$ cat src/hdl/pmic_regs_pkg.sv
/*
 * Shared constants and types for the shutdown-cause and step-down rail register bank.
 * Assumes an 8-bit register space reached over the two-wire management bus.
 */
package pmic_regs_pkg;

    // Register offsets on the management bus.
    localparam logic [7:0] ADDR_SUMMARY = 8'h02;
    localparam logic [7:0] ADDR_CAUSE = 8'h05;
    localparam logic [7:0] ADDR_RAIL1 = 8'h20;
    localparam logic [7:0] ADDR_RAIL2 = 8'h21;
    localparam logic [7:0] ADDR_RAIL3 = 8'h22;

    // Field positions.
    localparam int CAUSE_WIDTH = 4;
    localparam int OVERHEAT_BIT = 0;
    localparam int RAIL_FAULT_BIT = 1;
    localparam int UNDERVOLTAGE_BIT = 2;
    localparam int UNUSED_CAUSE_BIT = 3;
    localparam int SUMMARY_BIT = 3;
    localparam int PASSIVE_BIT = 0;

    // Reset values.
    localparam logic [3:0] CAUSE_RESET = 4'h0;
    localparam logic SUMMARY_RESET = 1'h0;
    localparam logic [7:0] READ_UNMAPPED = 8'h00;

    // Voltage step per code, in millivolts, for the two range options.
    localparam logic [4:0] STEP_FINE_MV = 5'h0A;
    localparam logic [4:0] STEP_COARSE_MV = 5'h19;

    // Control byte of one step-down controller: code in 7:1, discharge select in 0.
    typedef struct packed {
        logic [6:0] voltage_code;
        logic passive_discharge;
    } rail_ctrl_t;

endpackage

$ cat src/hdl/sticky_flag.sv
/*
 * One hardware-set, write-one-to-clear status flag.
 * Assumes set and clear are single-cycle qualified strobes in the clk_in domain.
 */
`timescale 1ns/1ps
`default_nettype none

module sticky_flag #(
    parameter logic RESET_VALUE = 1'h0
) (
    // Clock and reset.
    input wire logic clk_in,
    input wire logic srst_in,
    // Set and clear requests.
    input wire logic set_in,
    input wire logic clear_in,
    // Flag state.
    output logic flag_out
);

    // A set arriving in the clearing cycle wins, so no event is ever lost.
    always_ff @(posedge clk_in) begin
        if (srst_in) begin
            flag_out <= RESET_VALUE;
        end else if (set_in) begin
            flag_out <= 1'b1;
        end else if (clear_in) begin
            flag_out <= 1'b0;
        end
    end

endmodule // sticky_flag

`default_nettype wire

$ cat src/hdl/rail_ctrl_reg.sv
/*
 * One 8-bit read/write control byte of a step-down controller.
 * Assumes the reset value is the factory configuration applied at power-on.
 */
`timescale 1ns/1ps
`default_nettype none

module rail_ctrl_reg #(
    parameter logic [7:0] RESET_VALUE = 8'h00
) (
    // Clock and reset.
    input wire logic clk_in,
    input wire logic srst_in,
    // Write port.
    input wire logic write_in,
    input wire logic [7:0] data_in,
    // Stored byte.
    output pmic_regs_pkg::rail_ctrl_t value_out
);

    always_ff @(posedge clk_in) begin
        if (srst_in) begin
            value_out <= RESET_VALUE;
        end else if (write_in) begin
            value_out <= data_in;
        end
    end

endmodule // rail_ctrl_reg

`default_nettype wire

$ cat src/hdl/shutdown_cause_and_buck_voltage_regs.sv
/*
 * Shutdown-cause flags, shutdown summary flag and step-down rail control bytes,
 * reached through a two-wire management bus target with auto-incrementing pointer.
 * Assumes bus pins and shutdown event inputs are synchronous to clk_in, and that
 * the bus clock is far slower than clk_in so every bus edge spans many cycles.
 */
`timescale 1ns/1ps
`default_nettype none

module shutdown_cause_and_buck_voltage_regs #(
    parameter logic [6:0] TARGET_ADDR = 7'h2A, // Arbitrary bus address.
    parameter logic STEP_IS_COARSE = 1'b0,
    parameter logic [7:0] RAIL1_RESET = 8'h00,
    parameter logic [7:0] RAIL2_RESET = 8'h00,
    parameter logic [6:0] RAIL3_CODE_RESET = 7'h00,
    parameter logic RAIL3_PASSIVE_RESET = 1'b0
) (
    // Clock and reset.
    input wire logic clk_in,
    input wire logic srst_in,
    // Management bus pins; data is open drain.
    input wire logic scl_in,
    input wire logic sda_in,
    output logic sda_out,
    output logic sda_drive_n_out,
    // Shutdown events.
    input wire logic undervoltage_shutdown_in,
    input wire logic rail_fault_shutdown_in,
    input wire logic rail_fault_masked_in,
    input wire logic overheat_shutdown_in,
    // Status toward the rest of the device.
    output logic [3:0] shutdown_cause_out,
    output logic shutdown_summary_flag_out,
    // Rail controls.
    output pmic_regs_pkg::rail_ctrl_t rail1_control_out,
    output pmic_regs_pkg::rail_ctrl_t rail2_control_out,
    output logic rail3_passive_discharge_out,
    output logic [4:0] rail_step_mv_out
);

    typedef enum logic [3:0] {
        ST_IDLE, ST_ADDR, ST_ADDR_ACK, ST_PTR, ST_PTR_ACK,
        ST_WR, ST_WR_ACK, ST_RD, ST_RD_ACK
    } bus_state_t;

    bus_state_t state;
    logic scl_q;
    logic sda_q;
    logic [3:0] bit_cnt;
    logic [7:0] shift;
    logic [7:0] tx;
    logic [7:0] ptr;
    logic is_read;
    logic master_ack;
    logic sda_low;
    logic wr_stb;
    logic [7:0] wr_addr;
    logic [7:0] wr_data;
    logic [7:0] rd_data;
    logic [3:0] cause;
    logic [3:0] cause_set;
    logic [3:0] cause_clr;
    logic summary;
    logic summary_clr;
    pmic_regs_pkg::rail_ctrl_t rail1;
    pmic_regs_pkg::rail_ctrl_t rail2;
    pmic_regs_pkg::rail_ctrl_t rail3;

    ////////////////////////////////////////////////////////////////////////////////
    // Bus pin sampling and condition detection.

    always_ff @(posedge clk_in) begin
        if (srst_in) begin
            scl_q <= 1'b1;
            sda_q <= 1'b1;
        end else begin
            scl_q <= scl_in;
            sda_q <= sda_in;
        end
    end

    logic scl_rise;
    logic scl_fall;
    logic start_det;
    logic stop_det;
    assign scl_rise = scl_in & ~scl_q;
    assign scl_fall = ~scl_in & scl_q;
    assign start_det = scl_in & scl_q & sda_q & ~sda_in;
    assign stop_det = scl_in & scl_q & ~sda_q & sda_in;

    ////////////////////////////////////////////////////////////////////////////////
    // Bus target state machine. Data is sampled on SCL rising and changed on falling.

    always_ff @(posedge clk_in) begin
        if (srst_in) begin
            state <= ST_IDLE;
            bit_cnt <= 4'h0;
            shift <= 8'h00;
            tx <= 8'h00;
            ptr <= 8'h00;
            is_read <= 1'b0;
            master_ack <= 1'b0;
            sda_low <= 1'b0;
        end else if (start_det) begin
            state <= ST_ADDR;
            bit_cnt <= 4'h0;
            sda_low <= 1'b0;
        end else if (stop_det) begin
            state <= ST_IDLE;
            sda_low <= 1'b0;
        end else if (scl_rise) begin
            unique case (state)
                ST_ADDR, ST_PTR, ST_WR: begin
                    shift <= {shift[6:0], sda_in};
                    bit_cnt <= bit_cnt + 4'h1;
                end
                ST_RD: bit_cnt <= bit_cnt + 4'h1;
                ST_RD_ACK: master_ack <= ~sda_in;
                ST_IDLE, ST_ADDR_ACK, ST_PTR_ACK, ST_WR_ACK: ;
            endcase
        end else if (scl_fall) begin
            unique case (state)
                ST_ADDR: if (bit_cnt == 4'h8) begin
                    bit_cnt <= 4'h0;
                    if (shift[7:1] == TARGET_ADDR) begin
                        is_read <= shift[0];
                        sda_low <= 1'b1;
                        state <= ST_ADDR_ACK;
                    end else begin
                        state <= ST_IDLE;
                    end
                end
                ST_ADDR_ACK: begin
                    if (is_read) begin
                        tx <= rd_data;
                        sda_low <= ~rd_data[7];
                        state <= ST_RD;
                    end else begin
                        sda_low <= 1'b0;
                        state <= ST_PTR;
                    end
                end
                ST_PTR: if (bit_cnt == 4'h8) begin
                    bit_cnt <= 4'h0;
                    ptr <= shift;
                    sda_low <= 1'b1;
                    state <= ST_PTR_ACK;
                end
                ST_WR: if (bit_cnt == 4'h8) begin
                    bit_cnt <= 4'h0;
                    ptr <= ptr + 8'h01;
                    sda_low <= 1'b1;
                    state <= ST_WR_ACK;
                end
                ST_PTR_ACK, ST_WR_ACK: begin
                    sda_low <= 1'b0;
                    state <= ST_WR;
                end
                ST_RD: begin
                    if (bit_cnt == 4'h8) begin
                        bit_cnt <= 4'h0;
                        ptr <= ptr + 8'h01;
                        sda_low <= 1'b0;
                        state <= ST_RD_ACK;
                    end else begin
                        tx <= {tx[6:0], 1'b0};
                        sda_low <= ~tx[6];
                    end
                end
                ST_RD_ACK: begin
                    if (master_ack) begin
                        tx <= rd_data;
                        sda_low <= ~rd_data[7];
                        state <= ST_RD;
                    end else begin
                        state <= ST_IDLE;
                    end
                end
                ST_IDLE: ;
            endcase
        end
    end

    // Register writes commit one cycle after the falling edge that ends the byte.
    always_ff @(posedge clk_in) begin
        if (srst_in) begin
            wr_stb <= 1'b0;
            wr_addr <= 8'h00;
            wr_data <= 8'h00;
        end else begin
            wr_stb <= scl_fall & ~start_det & ~stop_det & (state == ST_WR)
                & (bit_cnt == 4'h8);
            wr_addr <= ptr;
            wr_data <= shift;
        end
    end

    // Open drain: the pin only ever pulls low, enabled active low.
    assign sda_out = 1'b0;
    assign sda_drive_n_out = ~sda_low;

    ////////////////////////////////////////////////////////////////////////////////
    // Shutdown cause flags and summary flag.

    assign cause_set[pmic_regs_pkg::OVERHEAT_BIT] = overheat_shutdown_in;
    assign cause_set[pmic_regs_pkg::RAIL_FAULT_BIT] =
        rail_fault_shutdown_in & ~rail_fault_masked_in;
    assign cause_set[pmic_regs_pkg::UNDERVOLTAGE_BIT] = undervoltage_shutdown_in;
    // No configuration enables this source, so it is never set.
    assign cause_set[pmic_regs_pkg::UNUSED_CAUSE_BIT] = 1'b0;

    generate
        for (genvar i = 0; i < pmic_regs_pkg::CAUSE_WIDTH; i++) begin : g_cause
            assign cause_clr[i] = wr_stb & (wr_addr == pmic_regs_pkg::ADDR_CAUSE)
                & wr_data[i];
            sticky_flag #(
                .RESET_VALUE(pmic_regs_pkg::CAUSE_RESET[i])
            ) u_flag (
                .clk_in(clk_in),
                .srst_in(srst_in),
                .set_in(cause_set[i]),
                .clear_in(cause_clr[i]),
                .flag_out(cause[i])
            );
        end
    endgenerate

    // The summary clear is refused while any cause is still recorded.
    assign summary_clr = wr_stb & (wr_addr == pmic_regs_pkg::ADDR_SUMMARY)
        & wr_data[pmic_regs_pkg::SUMMARY_BIT] & ~(|cause[2:0]);

    sticky_flag #(
        .RESET_VALUE(pmic_regs_pkg::SUMMARY_RESET)
    ) u_summary (
        .clk_in(clk_in),
        .srst_in(srst_in),
        .set_in(|cause[2:0]),
        .clear_in(summary_clr),
        .flag_out(summary)
    );

    ////////////////////////////////////////////////////////////////////////////////
    // Rail control bytes; resets are the factory configuration.

    rail_ctrl_reg #(.RESET_VALUE(RAIL1_RESET)) u_rail1 (
        .clk_in(clk_in),
        .srst_in(srst_in),
        .write_in(wr_stb & (wr_addr == pmic_regs_pkg::ADDR_RAIL1)),
        .data_in(wr_data),
        .value_out(rail1)
    );

    rail_ctrl_reg #(.RESET_VALUE(RAIL2_RESET)) u_rail2 (
        .clk_in(clk_in),
        .srst_in(srst_in),
        .write_in(wr_stb & (wr_addr == pmic_regs_pkg::ADDR_RAIL2)),
        .data_in(wr_data),
        .value_out(rail2)
    );

    // Reset packs the rail3 code into bits 7:1 and the passive discharge select into bit 0.
    rail_ctrl_reg #(.RESET_VALUE({RAIL3_CODE_RESET, RAIL3_PASSIVE_RESET})) u_rail3 (
        .clk_in(clk_in),
        .srst_in(srst_in),
        .write_in(wr_stb & (wr_addr == pmic_regs_pkg::ADDR_RAIL3)),
        .data_in(wr_data),
        .value_out(rail3)
    );

    ////////////////////////////////////////////////////////////////////////////////
    // Read mux and outputs.

    always_comb begin
        rd_data = pmic_regs_pkg::READ_UNMAPPED;
        unique case (ptr)
            pmic_regs_pkg::ADDR_SUMMARY: rd_data[pmic_regs_pkg::SUMMARY_BIT] = summary;
            pmic_regs_pkg::ADDR_CAUSE: rd_data[3:0] = cause;
            pmic_regs_pkg::ADDR_RAIL1: rd_data = rail1;
            pmic_regs_pkg::ADDR_RAIL2: rd_data = rail2;
            pmic_regs_pkg::ADDR_RAIL3: rd_data = rail3;
            default: rd_data = pmic_regs_pkg::READ_UNMAPPED;
        endcase
    end

    assign shutdown_cause_out = cause;
    assign shutdown_summary_flag_out = summary;
    // Bit 0 low slews the output down actively, high lets it decay.
    assign rail1_control_out = rail1;
    assign rail2_control_out = rail2;
    assign rail3_passive_discharge_out = rail3.passive_discharge;
    assign rail_step_mv_out = STEP_IS_COARSE ? pmic_regs_pkg::STEP_COARSE_MV
        : pmic_regs_pkg::STEP_FINE_MV;

    logic wr_cause;
    assign wr_cause = wr_stb & (wr_addr == pmic_regs_pkg::ADDR_CAUSE);
endmodule // shutdown_cause_and_buck_voltage_regs

`default_nettype wire

$ cat config.mk
export PLATFORM = sky130hd
export DESIGN_NAME = shutdown_cause_and_buck_voltage_regs
export DESIGN_NICKNAME = d
export VERILOG_FILES = /design/src/hdl/pmic_regs_pkg.sv /design/src/hdl/sticky_flag.sv /design/src/hdl/rail_ctrl_reg.sv /design/src/hdl/shutdown_cause_and_buck_voltage_regs.sv
export SDC_FILE = /design/constraint.sdc
export NUM_CORES = 1
export LEC_CHECK = 0
export BUFFER_PORTS_ARGS = -buffer_cell sky130_fd_sc_hd__clkbuf_2
export CAP_MARGIN = 10
export CORE_MARGIN = 1
export CORE_UTILIZATION = 56
export CTS_CLUSTER_SIZE = 16
export DETAILED_ROUTE_END_ITERATION = 16
export GPL_TIMING_DRIVEN = 0
export PLACE_DENSITY = 0.86
export SYNTH_ARGS = -nofsm -noshare
export SYNTH_HDL_FRONTEND = slang
export SYNTH_SLANG_ARGS = --single-unit
$ cat constraint.sdc
create_clock -name clk_in -period 2.1 [get_ports clk_in]
set_input_delay 0.105 -clock clk_in [delete_from_list [all_inputs] [get_ports clk_in]]
set_output_delay 0.105 -clock clk_in [all_outputs]
set_load 0.02 [all_outputs]
==> results of run 1 <==
## cells in the final DEF (no fill, tap or decap), types with 10 or more instances in the layout
cell type	n
a21oi_1	27
buf_4	10
clkbuf_1	12
clkbuf_2	31
dfxtp_1	81
inv_1	11
mux2i_1	37
nand2_1	24
nand2b_1	12
nor2_1	65
nor2b_1	19
o21ai_0	21
## cell families (layout without fill, tap and decap cells)
| kind of cell | count (synthesis) | in the layout | share of synthesized area (%) |
|---|---|---|---|
| multiplexers | 37 | 37 | 9.61 |
| AO/OA/AOI/OAI | 91 | 91 | 15.4 |
| other | 2 | 7 | 0.195 |
| XOR/XNOR | 3 | 3 | 0.682 |
| AND/OR/NAND/NOR | 177 | 177 | 23.8 |
| buffers and inverters | 43 | 87 | 5.26 |
| flip-flops | 81 | 81 | 42.1 |
| adder cells (fa/ha/maj) | 9 | 9 | 2.92 |
## state kept, by name, indices dropped and copies added, names as in the netlist
register / count
bit_cnt: 4
g_cause.u_flag.flag_out: 3
is_read: 1
master_ack: 1
ptr: 8
scl_q: 1
sda_low: 1
sda_q: 1
shift: 8
state: 4
tx: 7
u_rail1.value_out: 8
u_rail2.value_out: 8
u_rail3.value_out: 8
u_summary.flag_out: 1
wr_addr: 8
wr_data: 8
wr_stb: 1
## final timing paths
kind | end | slack, ps | depth (start not counted)
hold reg to reg | tx[4] | 500 | 2
hold / removal | sda_q | 20 | 2
setup reg to reg | ptr[0] | 110 | 7
setup / recovery | ptr[0] | 100 | 8
## routing by layer
layer	share of wire (%)	wire length, µm	global-route usage, %
met3	4.6	434	4.09
met2	46	4310	42.5
met4	3.2	296	13.7
met1	46	4350	35.0
met5	0	0	0
## where the power goes
part	internal, µW	switching, µW
clock network	696	637
logic	57.6	104
registers	1540	12.3
total	2300	754
## worst max-delay path: stages
cell and delay [ps]:
dlygate4sd3_1 530, clkbuf_2 140, ha_1 200, nand2b_1 270, nor3_4 290, nand3_2 200, or3_1 400, a31oi_1 150
## metrics by stage
stage | utilization (%) | TNS, ps | setup WS (ps)
finish | 67.7 | 0 | 96.4
global route | 67.7 | -1.06 | -1.06
CTS | 67.5 | 0 | 17.1
detailed placement | 63.3 | -107 | -97.6
global placement | 63.3 | -50.3 | -50.3
floorplan | - | 0 | 275
## cell type report
type,instances,area (µm²),area share [%]
well taps,77,96.3,2.19
clock inverters,7,109,2.48
clock buffers,9,124,2.82
plain buffers,28,148,3.36
flip-flops and latches,81,1620,36.9
repair buffers,32,175,3.98
multi-input cells,324,2080,47.4
inverters,11,41.3,0.939
## repair_timing
item / CTS / global route
endpoints found under the hold margin: 3 / 0
resized for setup: 2 / 8
pin swaps: 0 / 1
endpoints found under the setup margin: 3 / 21
hold buffers: 3 / 0
==> impl_metrics.env, run 1 <==
export IMPL_status="complete, but fails checks"
export IMPL_violations="DRC"
export IMPL_wl_per_cell_um=16.5
export IMPL_grt_first_pass_wirelength_mm=15.0
export IMPL_fill_cells=518
export IMPL_grt_pass1_vias=3124
export IMPL_period_needed_ps=2000
export IMPL_finalPower_uw=3050
export IMPL_synth_cell_types=55
export IMPL_drt_iter0_markers=220
export IMPL_critical_path_class="in -> reg"
export IMPL_fmax_mhz=499
export IMPL_cts_sinks=81
export IMPL_r2r_start="scl_q"
export IMPL_cp_max_fo=8
export IMPL_relSlewSlack_pct=48.7
export IMPL_cts_buffers=9
export IMPL_place_gp_congestion=0.957
export IMPL_initial_utilization_pct=59.3
export IMPL_worst_slew_pin_slew_ps=763
export IMPL_final_cell_count_no_fill=569
export IMPL_synth_seq_cells=81
export IMPL_synthTopCellsByCount="dfxtp_1 (81), nor2_1 (66), mux2i_1 (37), a21oi_1 (27), nand2_1 (24)"
export IMPL_cts_root_buf="clkbuf_8"
export IMPL_clk_latency_ps=370
export IMPL_antenna_found_initial=0
export IMPL_setup_viol=0
export IMPL_synthToLayoutAreaGrowth_pct=14.1
export IMPL_yosysTopAreaCellShare_pct=42.1
export IMPL_hold_path_startpoint="sda_in"
export IMPL_p_per_area_nw_per_um2=694
export IMPL_yosysMostFrequentCell="dfxtp_1"
export IMPL_fin_nets=504
export IMPL_slew_viol_final=0
export IMPL_ant_nets=0
export IMPL_post_cts_setup_buffers=0
export IMPL_vdd_drop_max_mv=0.319
export IMPL_hold_slack_ps=20.5
export IMPL_yosys_area_top_type="dfxtp_1"
export IMPL_dpl_cell_area_um2=4110
export IMPL_crit_required_ps=2390
export IMPL_pin_count=37
export IMPL_fin_crit_sh_pct=95.4
export IMPL_io_buffers=29
export IMPL_ys_warn_count=0
export IMPL_grt_start_max_net_pins=17
export IMPL_drive_above_1_share_pct=15.4
export IMPL_dp_cells=554
export IMPL_synth_seq_area_share_pct=42.1
export IMPL_htreeDepth=3
export IMPL_final_cell_area_um2=4400
export IMPL_drc=7
export IMPL_die_area_um2=7220
export IMPL_wl_mm=9.39
export IMPL_via_count=3396
export IMPL_syn_area_um2=3850
export IMPL_endpoint_kind="register"
export IMPL_netlist_instances=443
export IMPL_hp_class="in -> reg"
export IMPL_cts_tree="yes"
export IMPL_fin_worst_skew_ps=12.4
export IMPL_first_pass_iters=12
export IMPL_async_flop_share_pct=0
export IMPL_num_antenna_cells=0
export IMPL_synth_top_cells_by_area="dfxtp_1 (42%), mux2i_1 (9.6%), nor2_1 (6.4%), a21oi_1 (3.5%), nor2b_1 (3.2%)"
export IMPL_cts_path_max_buffers=2
export IMPL_grt_ovfl_total=0
export IMPL_hold_viol_final=0
export IMPL_power_leakage_uw=0.00168
export IMPL_clk_pin_slew_ps=80
export IMPL_synth_ff_type="dfxtp_1"
export IMPL_cp_arrival_ps=2290
export IMPL_core_area_um2=6490
export IMPL_avgViaCountPerCell=5.97
export IMPL_maxCapViolCount=0
export IMPL_num_rows=29
export IMPL_die_h_um=85.0
export IMPL_grtUsageTotal_pct=26.6
export IMPL_startpoint_type="input pin"
export IMPL_crit_start="scl_in"
export IMPL_synth_edf_count=0
export IMPL_hpwl_mm=6.66
export IMPL_avgSynthCellArea_um2=8.70
export IMPL_die_x_um=85.0
Note: power is estimated with default switching activity, not from simulation.
==> run 2, diff against run 1 <==
--- a/config.mk
+++ b/config.mk
@@ -9,9 +9,9 @@
 export CAP_MARGIN = 10
 export CORE_MARGIN = 1
 export CORE_UTILIZATION = 56
+export CTS_CLUSTER_DIAMETER = 100
 export CTS_CLUSTER_SIZE = 16
 export DETAILED_ROUTE_END_ITERATION = 16
-export GPL_TIMING_DRIVEN = 0
 export PLACE_DENSITY = 0.86
 export SYNTH_ARGS = -nofsm -noshare
 export SYNTH_HDL_FRONTEND = slang
==> constraint.sdc (replaced) <==
create_clock -name clk_in -period 2.4 [get_ports clk_in]
set_input_delay 0.12 -clock clk_in [delete_from_list [all_inputs] [get_ports clk_in]]
set_output_delay 0.12 -clock clk_in [all_outputs]
set_load 0.02 [all_outputs]
==> impl_metrics.env, run 2 (synthesized netlist as in run 1, its figures left out) <==
export IMPL_grt_start_max_net_pins=37
export IMPL_power_leakage_uw=0.00161
export IMPL_worst_slew_pin_slew_ps=708
export IMPL_cp_max_fo=21
export IMPL_relSlewSlack_pct=52.4
export IMPL_cts_buffers=9
export IMPL_cts_tree="yes"
export IMPL_wl_met3_um=543
export IMPL_core_area_um2=6490
export IMPL_crit_required_ps=2700
export IMPL_cp_arrival_ps=2370
export IMPL_fmax_mhz=483
export IMPL_drt_met1_wl_mm=3.68
export IMPL_slew_viol_final=0
export IMPL_fin_nets=487
export IMPL_endpoint_kind="register"
export IMPL_hold_viol_final=0
export IMPL_die_h_um=85.0
export IMPL_finalPower_uw=2440
export IMPL_fill_cells=528
export IMPL_whs_path_depth=4
export IMPL_initial_utilization_pct=59.3
export IMPL_crit_chain="nand3b_1 > o41ai_1 > nand2_1 > a21oi_1"
export IMPL_top_layer_used="met4"
export IMPL_dpl_cell_area_um2=4040
export IMPL_place_gp_congestion=0.945
export IMPL_period_needed_ps=2070
export IMPL_final_cell_area_um2=4260
export IMPL_hp_class="in -> reg"
export IMPL_most_common_layout_cells="dfxtp_1 (81), nor2_1 (66), mux2i_1 (37)"
export IMPL_die_area_um2=7220
export IMPL_p_per_area_nw_per_um2=573
export IMPL_finish_utilization_pct=65.6
export IMPL_clk_pin_slew_ps=90
export IMPL_drc=7
export IMPL_vdd_drop_max_mv=0.289
export IMPL_hold_slack_ps=43.7
export IMPL_io_buffers=29
export IMPL_grt_ovfl_total=0
export IMPL_critical_path_class="reg -> reg"
export IMPL_cts_root_buf="clkbuf_8"
export IMPL_pin_count=37
export IMPL_clk_latency_ps=370
export IMPL_status="complete, but fails checks"
export IMPL_maxCapViolCount=0
export IMPL_fin_tns_setup_ps=0
export IMPL_fin_worst_skew_ps=10.5
export IMPL_die_x_um=85.0
export IMPL_crit_slowest_cell="dfxtp_1"
export IMPL_num_antenna_cells=0
export IMPL_hpwl_mm=6.04
export IMPL_setup_viol=0
export IMPL_rr_worst_depth=4
export IMPL_startpoint_type="register"
export IMPL_grt_first_pass_wirelength_mm=14.1
export IMPL_via_count=3278
export IMPL_avgViaCountPerCell=5.94
export IMPL_fin_crit_sh_pct=86.2
export IMPL_critPathMaxStageDelay_ps=650
export IMPL_wl_per_cell_um=15.3
export IMPL_wl_mm=8.45
export IMPL_drive_above_1_share_pct=14.1
export IMPL_wl_met2_mm=3.94
export IMPL_synthToLayoutAreaGrowth_pct=10.5
export IMPL_num_rows=29
export IMPL_ant_nets=0
export IMPL_grtUsageTotal_pct=24.8
export IMPL_first_pass_iters=11
export IMPL_antenna_found_initial=0
export IMPL_layout_commonest_cell="dfxtp_1"
export IMPL_rsz0062_at_grt="false"
export IMPL_drt_iter0_markers=201
export IMPL_violations="DRC"
export IMPL_cts_sinks=81
export IMPL_htreeDepth=3
export IMPL_cts_path_max_buffers=2
export IMPL_grt_pass1_vias=3019
-- run 2: final cells by class --
type	count	area, µm²	area share, %
Timing Repair Buffer	43	258	6.05
Sequential cell	81	1620	38.1
Multi-Input combinational cell	324	2050	48.1
Clock buffer	9	124	2.91
Inverter	11	41.3	0.969
Clock inverter	7	70.1	1.65
Tap cell	77	96.3	2.26
-- run 2: per-layer routing --
layer | track usage (%) | vias up
met4 | 14.0 | 0
met5 | 0 | -
li1 | - | 1601
met2 | 39.1 | 141
met3 | 5.64 | 26
met1 | 31.2 | 1510
-- run 2: final timing paths --
| kind | start | slack [ps] | to |
|---|---|---|---|
| min | rail_fault_masked_in | 40 | g_cause[1].u_flag.flag_out |
| max | state[0] | 330 | ptr[7] |
| max reg2reg | state[0] | 330 | ptr[7] |
| min reg2reg | tx[3] | 490 | tx[3] |
-- run 2: critical path: cells and delay by family, from the launching register on --
family	cells	cell delay [ps]
flops	1	650
compound gates	2	680
simple gates	2	680
-- run 2: report_power, final --
group	total, µW	leakage, µW	internal (µW)	switching [µW]
clock network	960	0.0000955	404	556
logic	117	0.000864	39.8	77.1
registers	1370	0.000654	1350	14.1
-- run 2: metrics by stage --
stage / setup slack [ps] / cells
after floorplan: 575 / 448
after global placement: 474 / 533
after detailed placement: 387 / 533
after CTS: 366 / 552
after global routing: 106 / 552
final: 330 / 552
-- run 2: what timing repair did --
action | 4_1_cts | 5_1_grt
gates resized for setup | 0 | 0
hold endpoints to repair | 3 | 0
hold buffers | 3 | 0
setup buffers | 0 | 0
